$ cat src/logic/lcd_cmd_pkg.sv
package lcd_cmd_pkg;

   // serial slave address and direction
   localparam logic [6:0]  SLAVE_ADDR        = 7'h3f;
   localparam logic        DIR_WRITE         = 1'h0;

   // command byte encodings
   localparam logic [5:0]  BLINK_CMD_PREFIX  = 6'h30;
   localparam logic [1:0]  VADJ_CMD_PREFIX   = 2'h1;

   // stored setting reset values
   localparam logic [7:0]  BLINK_RESET       = 8'hc0;
   localparam logic [7:0]  VADJ_RESET        = 8'h70;

   // field positions in the voltage-adjust byte
   localparam int          ROLE_BIT          = 5;
   localparam int          ADJ_EN_BIT        = 4;
   localparam int          LEVEL_MSB         = 3;
   localparam logic [3:0]  LEVEL_FOLLOWER_OFF = 4'h0;

   // blink rate select encodings
   localparam logic [1:0]  BLINK_OFF         = 2'h0;
   localparam logic [1:0]  BLINK_2HZ         = 2'h1;
   localparam logic [1:0]  BLINK_1HZ         = 2'h2;
   localparam logic [1:0]  BLINK_HALF_HZ     = 2'h3;

   // timing
   localparam int          CLK_HZ            = 50_000_000;
   localparam int          BLINK_2HZ_HALF_MS = 250;
   localparam int          BLINK_HALF_CYC_DEF =
      (CLK_HZ / 1000) * BLINK_2HZ_HALF_MS;
   localparam int          BLINK_CNT_W       = 26;

   typedef struct packed {
      logic       shared_pin_role_sel;
      logic       voltage_adjust_enable;
      logic [3:0] drive_level_field;
   } drive_cfg_t;

   typedef struct packed {
      logic scl;
      logic sda;
   } bus_pins_t;

   function automatic logic is_blink_cmd(input logic [7:0] b);
      return b[7:2] == BLINK_CMD_PREFIX;
   endfunction : is_blink_cmd

   function automatic logic is_vadj_cmd(input logic [7:0] b);
      return b[7:6] == VADJ_CMD_PREFIX;
   endfunction : is_vadj_cmd

endpackage : lcd_cmd_pkg

$ cat src/logic/blink_timer.sv
`timescale 1ns/1ns
`default_nettype none
module blink_timer
   import lcd_cmd_pkg::*;
#(
   parameter int HALF_CYC = BLINK_HALF_CYC_DEF
)
(
   input  wire logic       clk_i,
   input  wire logic       rst_i,
   input  wire logic [1:0] rate_i,
   output logic            visible_o
);
   logic [BLINK_CNT_W-1:0] cnt_reg;
   logic [BLINK_CNT_W-1:0] cnt_next;
   logic [BLINK_CNT_W-1:0] limit;
   logic [1:0]             rate_reg;
   logic [1:0]             rate_next;
   logic                   phase_reg;
   logic                   phase_next;

   always_comb
   begin
      case (rate_i)
         BLINK_2HZ:     limit = BLINK_CNT_W'(HALF_CYC - 1);
         BLINK_1HZ:     limit = BLINK_CNT_W'(2 * HALF_CYC - 1);
         BLINK_HALF_HZ: limit = BLINK_CNT_W'(4 * HALF_CYC - 1);
         default:       limit = '0;
      endcase
      rate_next  = rate_i;
      cnt_next   = cnt_reg + BLINK_CNT_W'(1);
      phase_next = phase_reg;
      // restart on a new rate so the first lit half is full length
      if (rate_i != rate_reg || rate_i == BLINK_OFF)
      begin
         cnt_next   = '0;
         phase_next = 1'h1;
      end
      else if (cnt_reg >= limit)
      begin
         cnt_next   = '0;
         phase_next = ~phase_reg;
      end
   end

   always_ff @(posedge clk_i or posedge rst_i)
   begin
      if (rst_i)
      begin
         cnt_reg   <= '0;
         rate_reg  <= BLINK_OFF;
         phase_reg <= 1'h1;
      end
      else
      begin
         cnt_reg   <= cnt_next;
         rate_reg  <= rate_next;
         phase_reg <= phase_next;
      end
   end

   assign visible_o = phase_reg;
endmodule : blink_timer
`default_nettype wire

$ cat src/logic/lcd_blink_bias_cmd.sv
// What this block does
// a byte 110000xx sets the blink rate (off, 2Hz, 1Hz, 0.5Hz), reset 0xc0.
// a byte 01xxxxxx is stored as the drive-voltage setting, bit 4 enabling adjustment, reset 0x70.
// the low four bits pick one of sixteen drive-voltage levels.
// bit 5 makes the shared pin a segment output when 1, a drive-voltage pin when 0.
// level 0000 turns the voltage follower off, any other level turns it on.
// drive-voltage role with adjustment off takes the drive voltage from outside.
// the host picks a nonzero level when a resistor to the supply sets the bias.
// the host picks level 0000 when the pin is tied straight to the supply.
// with adjustment on the drive voltage is made inside in either pin role.
// drive-voltage role with adjustment on drives the pin as a monitorable output.
// segment role with adjustment off biases from the supply and ignores the level.
// after power-on adjustment is off and the shared pin is a segment output.
// a command byte of no known encoding changes nothing.
// a write is start, address+write, command, data, stop, each byte acknowledged.
// the byte after a command byte is acknowledged and ignored.
// a setting changes once its whole command byte is accepted; blink timing is internal.
`timescale 1ns/1ns
`default_nettype none
module lcd_blink_bias_cmd
   import lcd_cmd_pkg::*;
#(
   parameter int BLINK_HALF_CYC = BLINK_HALF_CYC_DEF
)
(
   input  wire logic       CLK_I,
   input  wire logic       RST_I,
   input  wire logic       SCL_I,
   input  wire logic       SDA_I,
   output logic            SDA_O,
   output logic            SDA_OE_O,
   output logic [1:0]      BLINK_RATE_O,
   output logic            BLINK_VISIBLE_O,
   output var drive_cfg_t  DRIVE_CFG_O,
   output logic            FOLLOWER_EN_O,
   output logic            LCD_DRIVE_VOLTAGE_INTERNAL_O,
   output logic            LCD_DRIVE_VOLTAGE_PIN_DRIVE_O,
   output logic            LCD_DRIVE_VOLTAGE_EXT_IN_O,
   output logic            BIAS_FROM_VDD_O
);

   typedef enum {
      ST_IDLE,
      ST_ADDR,
      ST_ACK_ADDR,
      ST_CMD,
      ST_ACK_CMD,
      ST_DATA,
      ST_ACK_DATA
   } bus_state_t;

   bus_pins_t  pins_s;
   logic       scl_prev_reg;
   logic       scl_prev_next;
   logic       sda_prev_reg;
   logic       sda_prev_next;
   logic       scl_rise;
   logic       scl_fall;
   logic       start_cond;
   logic       stop_cond;

   bus_state_t state_reg;
   bus_state_t state_next;
   logic [7:0] shift_reg;
   logic [7:0] shift_next;
   logic [3:0] bit_cnt_reg;
   logic [3:0] bit_cnt_next;
   logic       byte_done;
   logic       cmd_done;

   logic [7:0] blink_rate_setting_reg;
   logic [7:0] blink_rate_setting_next;
   logic [7:0] drive_voltage_setting_reg;
   logic [7:0] drive_voltage_setting_next;
   logic       vadj_seen_reg;
   logic       vadj_seen_next;

   drive_cfg_t cfg_reg;
   drive_cfg_t cfg_next;
   logic [4:0] flags_reg;
   logic [4:0] flags_next;

   pin_sync u_pin_sync (
      .clk_i  (CLK_I),
      .rst_i  (RST_I),
      .pins_i ('{scl: SCL_I, sda: SDA_I}),
      .pins_o (pins_s)
   );

   // edge detection only on the synchronised copies
   assign scl_rise   = pins_s.scl & ~scl_prev_reg;
   assign scl_fall   = ~pins_s.scl & scl_prev_reg;
   assign start_cond = pins_s.scl & scl_prev_reg & sda_prev_reg & ~pins_s.sda;
   assign stop_cond  = pins_s.scl & scl_prev_reg & ~sda_prev_reg & pins_s.sda;
   assign byte_done  = scl_fall && bit_cnt_reg == 4'h8;
   assign cmd_done   = state_reg == ST_CMD && byte_done
                       && !start_cond && !stop_cond;

   // serial write receiver
   always_comb
   begin
      scl_prev_next = pins_s.scl;
      sda_prev_next = pins_s.sda;
      state_next    = state_reg;
      shift_next    = shift_reg;
      bit_cnt_next  = bit_cnt_reg;
      if (start_cond)
      begin
         state_next   = ST_ADDR;
         bit_cnt_next = 4'h0;
      end
      else if (stop_cond)
         state_next = ST_IDLE;
      else
      begin
         case (state_reg)
            ST_ADDR, ST_CMD, ST_DATA:
               if (scl_rise)
               begin
                  shift_next   = {shift_reg[6:0], pins_s.sda};
                  bit_cnt_next = bit_cnt_reg + 4'h1;
               end
               else if (byte_done)
               begin
                  // read requests are not ours to answer
                  if (state_reg == ST_ADDR)
                     state_next = (shift_reg == {SLAVE_ADDR, DIR_WRITE})
                                  ? ST_ACK_ADDR : ST_IDLE;
                  else if (state_reg == ST_CMD)
                     state_next = ST_ACK_CMD;
                  else
                     state_next = ST_ACK_DATA;
               end
            ST_ACK_ADDR, ST_ACK_CMD, ST_ACK_DATA:
               if (scl_fall)
               begin
                  bit_cnt_next = 4'h0;
                  state_next   = (state_reg == ST_ACK_ADDR) ? ST_CMD
                                 : ST_DATA;
               end
            default: state_next = ST_IDLE;
         endcase
      end
   end

   always_ff @(posedge CLK_I or posedge RST_I)
   begin
      if (RST_I)
      begin
         state_reg   <= ST_IDLE;
         shift_reg   <= 8'h00;
         bit_cnt_reg <= 4'h0;
         // idle bus level, so no false edge after reset
         scl_prev_reg <= 1'h1;
         sda_prev_reg <= 1'h1;
      end
      else
      begin
         state_reg   <= state_next;
         shift_reg   <= shift_next;
         bit_cnt_reg <= bit_cnt_next;
         scl_prev_reg <= scl_prev_next;
         sda_prev_reg <= sda_prev_next;
      end
   end

   // open drain: only ever pull low, during the ack slot
   assign SDA_O    = 1'h0;
   assign SDA_OE_O = state_reg == ST_ACK_ADDR || state_reg == ST_ACK_CMD
                     || state_reg == ST_ACK_DATA;

   // command decode on the fall that closes the command byte
   always_comb
   begin
      blink_rate_setting_next    = blink_rate_setting_reg;
      drive_voltage_setting_next = drive_voltage_setting_reg;
      vadj_seen_next             = vadj_seen_reg;
      if (cmd_done)
      begin
         if (is_blink_cmd(shift_reg))
            blink_rate_setting_next = shift_reg;
         else if (is_vadj_cmd(shift_reg))
         begin
            drive_voltage_setting_next = shift_reg;
            vadj_seen_next             = 1'h1;
         end
      end
   end

   always_ff @(posedge CLK_I or posedge RST_I)
   begin
      if (RST_I)
      begin
         blink_rate_setting_reg    <= BLINK_RESET;
         drive_voltage_setting_reg <= VADJ_RESET;
         vadj_seen_reg             <= 1'h0;
      end
      else
      begin
         blink_rate_setting_reg    <= blink_rate_setting_next;
         drive_voltage_setting_reg <= drive_voltage_setting_next;
         vadj_seen_reg             <= vadj_seen_next;
      end
   end

   // the reset byte has the enable bit set, yet power-on must stay
   // unadjusted, so enable is held off until a real command lands
   always_comb
   begin
      cfg_next.shared_pin_role_sel =
         vadj_seen_reg ? drive_voltage_setting_reg[ROLE_BIT] : 1'h1;
      cfg_next.voltage_adjust_enable =
         vadj_seen_reg & drive_voltage_setting_reg[ADJ_EN_BIT];
      cfg_next.drive_level_field =
         drive_voltage_setting_reg[LEVEL_MSB:0];
      // order: follower, internal, pin drive, external in, supply bias
      flags_next[4] =
         cfg_next.drive_level_field != LEVEL_FOLLOWER_OFF;
      flags_next[3] = cfg_next.voltage_adjust_enable;
      flags_next[2] = cfg_next.voltage_adjust_enable
                      & ~cfg_next.shared_pin_role_sel;
      flags_next[1] = ~cfg_next.voltage_adjust_enable
                      & ~cfg_next.shared_pin_role_sel;
      flags_next[0] = ~cfg_next.voltage_adjust_enable
                      & cfg_next.shared_pin_role_sel;
   end

   always_ff @(posedge CLK_I or posedge RST_I)
   begin
      if (RST_I)
      begin
         cfg_reg   <= '{shared_pin_role_sel: 1'h1,
                        voltage_adjust_enable: 1'h0,
                        drive_level_field: 4'h0};
         flags_reg <= 5'h01;
      end
      else
      begin
         cfg_reg   <= cfg_next;
         flags_reg <= flags_next;
      end
   end

   assign DRIVE_CFG_O      = cfg_reg;
   assign FOLLOWER_EN_O    = flags_reg[4];
   assign LCD_DRIVE_VOLTAGE_INTERNAL_O  = flags_reg[3];
   assign LCD_DRIVE_VOLTAGE_PIN_DRIVE_O = flags_reg[2];
   assign LCD_DRIVE_VOLTAGE_EXT_IN_O    = flags_reg[1];
   assign BIAS_FROM_VDD_O  = flags_reg[0];
   assign BLINK_RATE_O     = blink_rate_setting_reg[1:0];

   blink_timer #(
      .HALF_CYC (BLINK_HALF_CYC)
   ) u_blink_timer (
      .clk_i     (CLK_I),
      .rst_i     (RST_I),
      .rate_i    (blink_rate_setting_reg[1:0]),
      .visible_o (BLINK_VISIBLE_O)
   );

   property p_blink_store;
      @(posedge CLK_I) disable iff (RST_I)
      cmd_done && is_blink_cmd(shift_reg)
      |=> blink_rate_setting_reg == {BLINK_CMD_PREFIX, $past(shift_reg[1:0])}
          ##2 BLINK_RATE_O == $past(shift_reg[1:0], 3);
   endproperty
   a_blink_store: assert property (p_blink_store)
      else $error("blink command not stored");

   property p_vadj_store;
      @(posedge CLK_I) disable iff (RST_I)
      cmd_done && is_vadj_cmd(shift_reg)
      |=> drive_voltage_setting_reg == $past(shift_reg) ##1
          DRIVE_CFG_O.drive_level_field == $past(shift_reg[3:0], 2);
   endproperty
   a_vadj_store: assert property (p_vadj_store)
      else $error("voltage command not stored");

   property p_follower;
      @(posedge CLK_I) disable iff (RST_I)
      FOLLOWER_EN_O == (DRIVE_CFG_O.drive_level_field != LEVEL_FOLLOWER_OFF);
   endproperty
   a_follower: assert property (p_follower)
      else $error("follower enable does not match level");

   property p_unknown_cmd;
      @(posedge CLK_I) disable iff (RST_I)
      cmd_done && !is_blink_cmd(shift_reg) && !is_vadj_cmd(shift_reg)
      |=> $stable(blink_rate_setting_reg) && $stable(drive_voltage_setting_reg);
   endproperty
   a_unknown_cmd: assert property (p_unknown_cmd)
      else $error("undefined command changed a setting");

   property p_ack_slot;
      @(posedge CLK_I) disable iff (RST_I)
      cmd_done |=> SDA_OE_O [*2];
   endproperty
   a_ack_slot: assert property (p_ack_slot)
      else $error("command byte not acknowledged");

   property p_data_ignored;
      @(posedge CLK_I) disable iff (RST_I)
      (state_reg == ST_DATA || state_reg == ST_ACK_DATA)
      |=> $stable(blink_rate_setting_reg) && $stable(drive_voltage_setting_reg);
   endproperty
   a_data_ignored: assert property (p_data_ignored)
      else $error("data byte after command changed a setting");

   property p_power_on;
      @(posedge CLK_I) disable iff (RST_I)
      !vadj_seen_reg && !$rose(vadj_seen_reg)
      |=> !DRIVE_CFG_O.voltage_adjust_enable
          && DRIVE_CFG_O.shared_pin_role_sel && BIAS_FROM_VDD_O;
   endproperty
   a_power_on: assert property (p_power_on)
      else $error("adjustment active before any voltage command");

   property p_pin_drive;
      @(posedge CLK_I) disable iff (RST_I)
      LCD_DRIVE_VOLTAGE_PIN_DRIVE_O |-> LCD_DRIVE_VOLTAGE_INTERNAL_O && !DRIVE_CFG_O.shared_pin_role_sel
                           && !LCD_DRIVE_VOLTAGE_EXT_IN_O;
   endproperty
   a_pin_drive: assert property (p_pin_drive)
      else $error("drive pin output without internal voltage");
   property p_ext_in;
      @(posedge CLK_I) disable iff (RST_I)
      LCD_DRIVE_VOLTAGE_EXT_IN_O |-> !LCD_DRIVE_VOLTAGE_INTERNAL_O && !BIAS_FROM_VDD_O;
   endproperty
   a_ext_in: assert property (p_ext_in)
      else $error("external drive voltage while generating internally");

   property p_vdd_bias;
      @(posedge CLK_I) disable iff (RST_I)
      BIAS_FROM_VDD_O == (DRIVE_CFG_O.shared_pin_role_sel
                          && !LCD_DRIVE_VOLTAGE_INTERNAL_O);
   endproperty
   a_vdd_bias: assert property (p_vdd_bias)
      else $error("supply bias flag wrong for segment role");
endmodule : lcd_blink_bias_cmd
`default_nettype wire

$ cat src/logic/pin_sync.sv
`timescale 1ns/1ns
`default_nettype none
module pin_sync
   import lcd_cmd_pkg::*;
(
   input  wire logic      clk_i,
   input  wire logic      rst_i,
   input  wire bus_pins_t pins_i,
   output var bus_pins_t  pins_o
);
   // idle bus is high, so reset to high to avoid a false start
   bus_pins_t stage1_reg;
   bus_pins_t stage1_next;
   bus_pins_t stage2_reg;
   bus_pins_t stage2_next;

   always_comb
   begin
      stage1_next = pins_i;
      stage2_next = stage1_reg;
   end

   always_ff @(posedge clk_i or posedge rst_i)
   begin
      if (rst_i)
      begin
         stage1_reg <= '{scl: 1'h1, sda: 1'h1};
         stage2_reg <= '{scl: 1'h1, sda: 1'h1};
      end
      else
      begin
         stage1_reg <= stage1_next;
         stage2_reg <= stage2_next;
      end
   end

   assign pins_o = stage2_reg;
endmodule : pin_sync
`default_nettype wire

$ cat config.mk
export PLATFORM = sky130hd
export DESIGN_NAME = lcd_blink_bias_cmd
export DESIGN_NICKNAME = d
export VERILOG_FILES = /design/src/logic/lcd_cmd_pkg.sv /design/src/logic/blink_timer.sv /design/src/logic/lcd_blink_bias_cmd.sv /design/src/logic/pin_sync.sv
export SDC_FILE = /design/constraint.sdc
export NUM_CORES = 1
export LEC_CHECK = 0
export BUFFER_PORTS_ARGS = -buffer_cell sky130_fd_sc_hd__buf_2
export CAP_MARGIN = 40
export CORE_MARGIN = 3
export CORE_UTILIZATION = 40
export CTS_BUF_LIST = sky130_fd_sc_hd__clkbuf_16
export CTS_CLUSTER_SIZE = 14
export DETAILED_ROUTE_END_ITERATION = 12
export PLACE_DENSITY = 0.62
export SLEW_MARGIN = 20
export SYNTH_ARGS = -nofsm -noshare
export SYNTH_HDL_FRONTEND = slang
export SYNTH_SLANG_ARGS = --single-unit
$ cat constraint.sdc
create_clock -name CLK_I -period 5.7 [get_ports CLK_I]
set_input_delay 1.71 -clock CLK_I [delete_from_list [all_inputs] [get_ports CLK_I]]
set_output_delay 1.71 -clock CLK_I [all_outputs]
set_load 0.005 [all_outputs]
# --- Word level (Yosys, flattened, before mapping) ---
# Index checks and enable logic that the tools add are counted.
# Widths: inputs -> output; s select.
totals:
  input_bits: 4
  out_inout_bits: 16
  register_bits: 99
  wordCells: 109
op_classes:
  eq_ne: 25
  bitwise_logic: 21
  addsub: 2
  reduce_logical: 20
  n_lt_le_gt_ge: 1
  mux: 21
ops:
  columns: ["op", "count"]
  rows:
  - ["$eq 32x3->1 const B", 5]
  - ["$mux 32", 5]
  - ["$eq 32x2->1 const B", 3]
  - ["$pmux 26 s3", 1]
  - ["$eq 32x4->1 const B", 2]
  - ["$pmux 32 s2", 1]
  - ["$mux 26", 2]
  - ["$eq 32x1->1 const B", 1]
  - ["$add 26x1->26 const B", 1]
  - ["$ge 26x26->1", 1]
  - ["$mux 4", 4]
  - ["$ne 4x4->1 const B", 3]
  - ["$and 1x1->1", 11]
  - ["$not 1->1", 10]
  - ["$eq 8x7->1 const B", 1]
  - ["$pmux 4 s2", 1]
  - ["$reduce_and 4->1", 2]
  - ["$eq 6x6->1 const B", 1]
  - ["$mux 3", 2]
  - ["$ne 3x3->1 const B", 2]
  - ["$reduce_and 3->1", 2]
  - ["$reduce_or 3->1", 2]
  - ["$add 4x1->4 const B", 1]
  - ["$eq 2x1->1 const B", 2]
  - ["14 further kinds", 24]

# --- Longest topological paths before layout ---
depth:
  word_depth: 8
  depth_mapped: 12
  mapped_depth_nobuf: 10

# --- Cells and area by module ---
# Synthesis repeated with hierarchy kept, for this count alone.
unflattened:
  cells_unflattened: 329
  hier_area_um2: 3578.4
modules_own_cells:
  columns: ["mod", "seq_area_each_um2", "area_per_inst_um2", "cells_each", "n_inst"]
  rows:
  - ["blink_timer", 726.9, 1923.1, 206, 1]
  - ["lcd_blink_bias_cmd", 908.4, 1546.5, 118, 1]
  - ["pin_sync", 105.1, 108.9, 5, 1]

# --- Worst setup path before layout ---
# No wires, ideal clock.
synth_path:
  path_type: "reg-to-reg"
  from: "register blink_rate_setting_reg[0]"
  to: "register u_blink_timer.cnt_reg[11]"
  path_buffers: 2
  setup_slack_ns: 3.316
  arrival_time_ns: 2.261
  path_stages_with_launch: 13
  period_less_slack_ns: 2.384
  setup_time_ns: 0.123
  t_required_ns: 5.577
  path_cell_list: "dfrtp_1 > inv_1 > ha_1 > buf_6 > inv_2 > ha_1 > nand2b_1 > a21oi_1 > o311ai_1 > a31oi_2 > nand3_4 > buf_6 > nor2_4"
synth_between:
  elab_chain_cells: 5
  elab_cells_between_ends: 10
  cone_classes: "1 x order compare; 4 x eq/ne; 3 x mux; 2 x reduce/logical"
synth_rtl:
  columns: ["item", "line_no", "rtl"]
  rows:
  - ["start, declared", "lcd_blink_bias_cmd.sv:71", "logic [7:0] blink_rate_setting_reg;"]
  - ["start signal, assigned", "lcd_blink_bias_cmd.sv:200", "blink_rate_setting_reg <= blink_rate_setting_next;"]
  - ["$eq 2x2->1 or $eq 2x1->1 (tied branches)", "blink_timer.sv:24", "case (rate_i)"]
  - ["$pmux 26 s3", "blink_timer.sv:24", null]
  - ["$ge 26x26->1", "blink_timer.sv:39", "else if (cnt_reg >= limit)"]
  - ["$mux 26", "blink_timer.sv:39", null]
  - ["$mux 26 *", "blink_timer.sv:34", "if (rate_i != rate_reg || rate_i == BLINK_OFF)"]
  - ["named net u_blink_timer.cnt_next[11]", "blink_timer.sv:15", "logic [BLINK_CNT_W-1:0] cnt_next;"]
  - ["end signal, assigned", "blink_timer.sv:56", "cnt_reg <= cnt_next;"]
  - ["end, declared", "blink_timer.sv:14", "logic [BLINK_CNT_W-1:0] cnt_reg;"]
# The timed path passes the listed nets; every way through them passes the cells marked *.
# A chain may end at the register's enable or synchronous reset.

# --- Final worst setup path ---
layout_path:
  from: "register blink_rate_setting_reg[0]"
  to: "register u_blink_timer.cnt_reg[25]"
# Same word-level chain as after synthesis.

==> results_dict.tcl <==
set metrics [dict create \
    async_flop_share_pct 100 \
    multi_input_area_um2 1690 \
    drv_slew 0 \
    fill_cells 804 \
    row_count 33 \
    fmax_mhz 343 \
    cts_tree "built" \
    period_needed_ns 2.92 \
    drive_gt1_share_pct 25.5 \
    crit_chain "inv_1, ha_1, inv_2, ha_1, nand2b_1, a21oi_1, o311ai_1, a31oi_2, nand3_4, nor2_1" \
    die-area_um2 10100 \
    post_cts_buffers 0 \
    cts_buffer_depth 2 \
    fin_cells 462 \
    wl_met2_um 3410 \
    syn_nets 357 \
    m1WireLength_um 3030 \
    hold_viol 0 \
    path_max_fanout 26 \
    preCtsSetupSlack_ns 2.78 \
    grt_overflow 0 \
    endpoint_kind "flip-flop" \
    wl_per_cell_um 14.5 \
    gp_congestion 0.782 \
    insertion_delay_ns 0.33 \
    ys_warn_count 0 \
    startpoint "blink_rate_setting_reg[0]" \
    antenna_found_initial 0 \
    critPathSlowestCell "ha_1" \
    chipHeight_um 101 \
    hp-class "flip-flop to flip-flop" \
    synth_edf_count 0 \
    clk_pin_slew_worst_paths_ns 0.06 \
    area_growth_pct 13.7 \
    dp.cells 446 \
    max_stage_delay_ns 0.52 \
    clock_skew_ns 0.00745 \
    syn_avg_cell_area_um2 10.8 \
    drc 0 \
    slew_headroom_pct 50.8 \
    cts_hold_buffers 0 \
    cts_buffers 9 \
    antennaDiodeCount 0 \
    first_global_vias 2385 \
    cts_htree_levels 3 \
    cap_violations 0 \
    final_nets 379 \
    startpoint_type "flip-flop" \
    cts.sinks 69 \
    cts-root-buf "clkbuf_16" \
    rsz0062_at_grt "false" \
    syn_area_um2 3580 \
    worstHoldStart "u_pin_sync.stage1_reg[0]" \
    dr_total_vias 2387 \
    avgViaCountPerCell 5.17 \
    yosys_most_used_dff "dfrtp_1" \
    critPathKind "flip-flop to flip-flop" \
    peakVddDrop_v 0.000225 \
    arrival_ns 3.17 \
    fin_crit_sh_pct 51.2 \
    synth_seq_cells 69 \
    io_buffer_count 18 \
    regToRegStartpoint "blink_rate_setting_reg[0]" \
    setup_viol 0 \
    worst_slack_ns 2.78 \
    die_w_um 101 \
    largest_reg_flops 26 \
    start_util_pct 42.3 \
    highest_layer "met4" \
    power_density_nw_per_um2 306 \
    grt_use_total_pct 14.4 \
    drt_iter0_markers 75 \
    leakagePower_nw 1.82 \
    route.met3.wl_um 175 \
    place_hpwl_um 4870 \
    core_um2 8460 \
    status "completed" \
    cts_resized 0 \
    first_pass_iters 6 \
    io_pins 20 \
    required_ns 5.95 \
    seq_area_um2 1740 \
    wl_um 6720 \
    grt_start_max_net_pins 42 \
    ys_seq_area_share_pct 48.7 \
    worst_pin_slew_ns 0.732 \
    cpMostUsedCell "ha_1" \
    syn_inst 330 \
    synth_cell_types 54 \
    setup_tns_ns 0 \
    detail-route-antenna-nets 0 \
    grt_pass1_wl_um 11400 \
]
## synth_stat cells (all sizes together), types with 2 or more instances
cell,number,area share (%)
nand3b,2,0.42
or2,2,0.35
and4,2,0.49
xor2,15,3.7
ha,23,8.0
o211ai,2,0.42
mux2,14,4.4
nor3,4,0.56
a31oi,3,0.70
o21ai,10,1.4
nand4,9,1.6
a21oi,11,1.5
buf,7,1.8
nor2b,4,0.91
nor4,6,1.8
xnor2,14,3.4
o311ai,2,0.49
inv,21,2.2
nand2,17,1.8
o21a,3,0.63
nand2b,4,0.70
nor2,47,6.5
dfrtp,58,41
nand3,16,2.6
dfstp,11,8.1
a21o,2,0.42
and4b,3,0.84
and3,2,0.35
## layer usage
metal	vias to the layer above	track usage (%)
met4	0	4.66
met2	31	24.5
li1	1184	-
met5	-	0
met3	11	3.67
met1	1161	17.9
## worst paths after layout
kind                       cells after the start                        end  slack (ns)
max                                           10  u_blink_timer.cnt_reg[25]        2.78
min                                            0       u_pin_sync.pins_o[0]        0.35
max reg2reg                                   10  u_blink_timer.cnt_reg[25]        2.78
min reg2reg                                    0       u_pin_sync.pins_o[0]        0.35
max in group asynchronous                      3    u_blink_timer.visible_o        3.34
min in group asynchronous                      2             DRIVE_CFG_O[2]        1.42
## layout by cell type (no fill, tap or decap), drive strengths merged, types with 4 or more instances in the layout
cell,n
dfrtp,58
nor2,47
inv,24
ha,23
buf,19
nand2,17
nand3,16
xor2,15
mux2,14
xnor2,14
dfstp,11
a21oi,11
o21ai,10
nand4,9
clkbuf,9
nor4,6
nand2b,4
nor3,4
nor2b,4
## worst max-delay path, delay by kind of cell, from the launching register on
kind                     cells  cell delay [ns]
AO/OA/AOI/OAI                3             0.51
flip-flops                   1             0.44
AND/OR/NAND/NOR              3             0.74
buffers and inverters        2             0.32
adder cells (fa/ha/maj)      2             0.80
## power breakdown
part	leakage (nW)	internal [mW]	switching, mW
logic	0.750	0.0351	0.0335
clock network	0.159	0.390	0.224
registers	0.915	0.524	0.0399
## metrics by stage
step                      hold WS (ns)  power (mW)  instance area, um^2  util (%)
after global routing             0.354        1.30                 4070      48.1
after detailed placement         0.347       0.643                 3740      44.2
after global placement           0.346       0.640                 3740      44.2
final                            0.353        1.25                 4070      48.1
after CTS                        0.356        1.26                 4070      48.1
after floorplan                  0.345       0.616                 3580         -
## final cells by class
type | instances | area share [%]
flip-flops and latches | 69 | 42.8
multi-input cells | 232 | 41.5
clock buffers | 9 | 5.54
well taps | 105 | 3.23
clock inverters | 7 | 2.58
repair buffers | 19 | 2.40
inverters | 21 | 1.94
## cell families (layout without fill, tap and decap cells)
logic type	Yosys count	in the layout	share of synthesized area, %
muxes	14	14	4.41
DFF	69	69	48.7
adders and majority gates	23	23	8.04
xor gates and xnor gates	29	29	7.10
and+or+nand+nor	123	123	19.9
other	1	1	0.105
AOI/OAI and AO/OA	42	42	7.66
buffers and inverters	29	56	4.13
(Power assumes the default switching activity.)
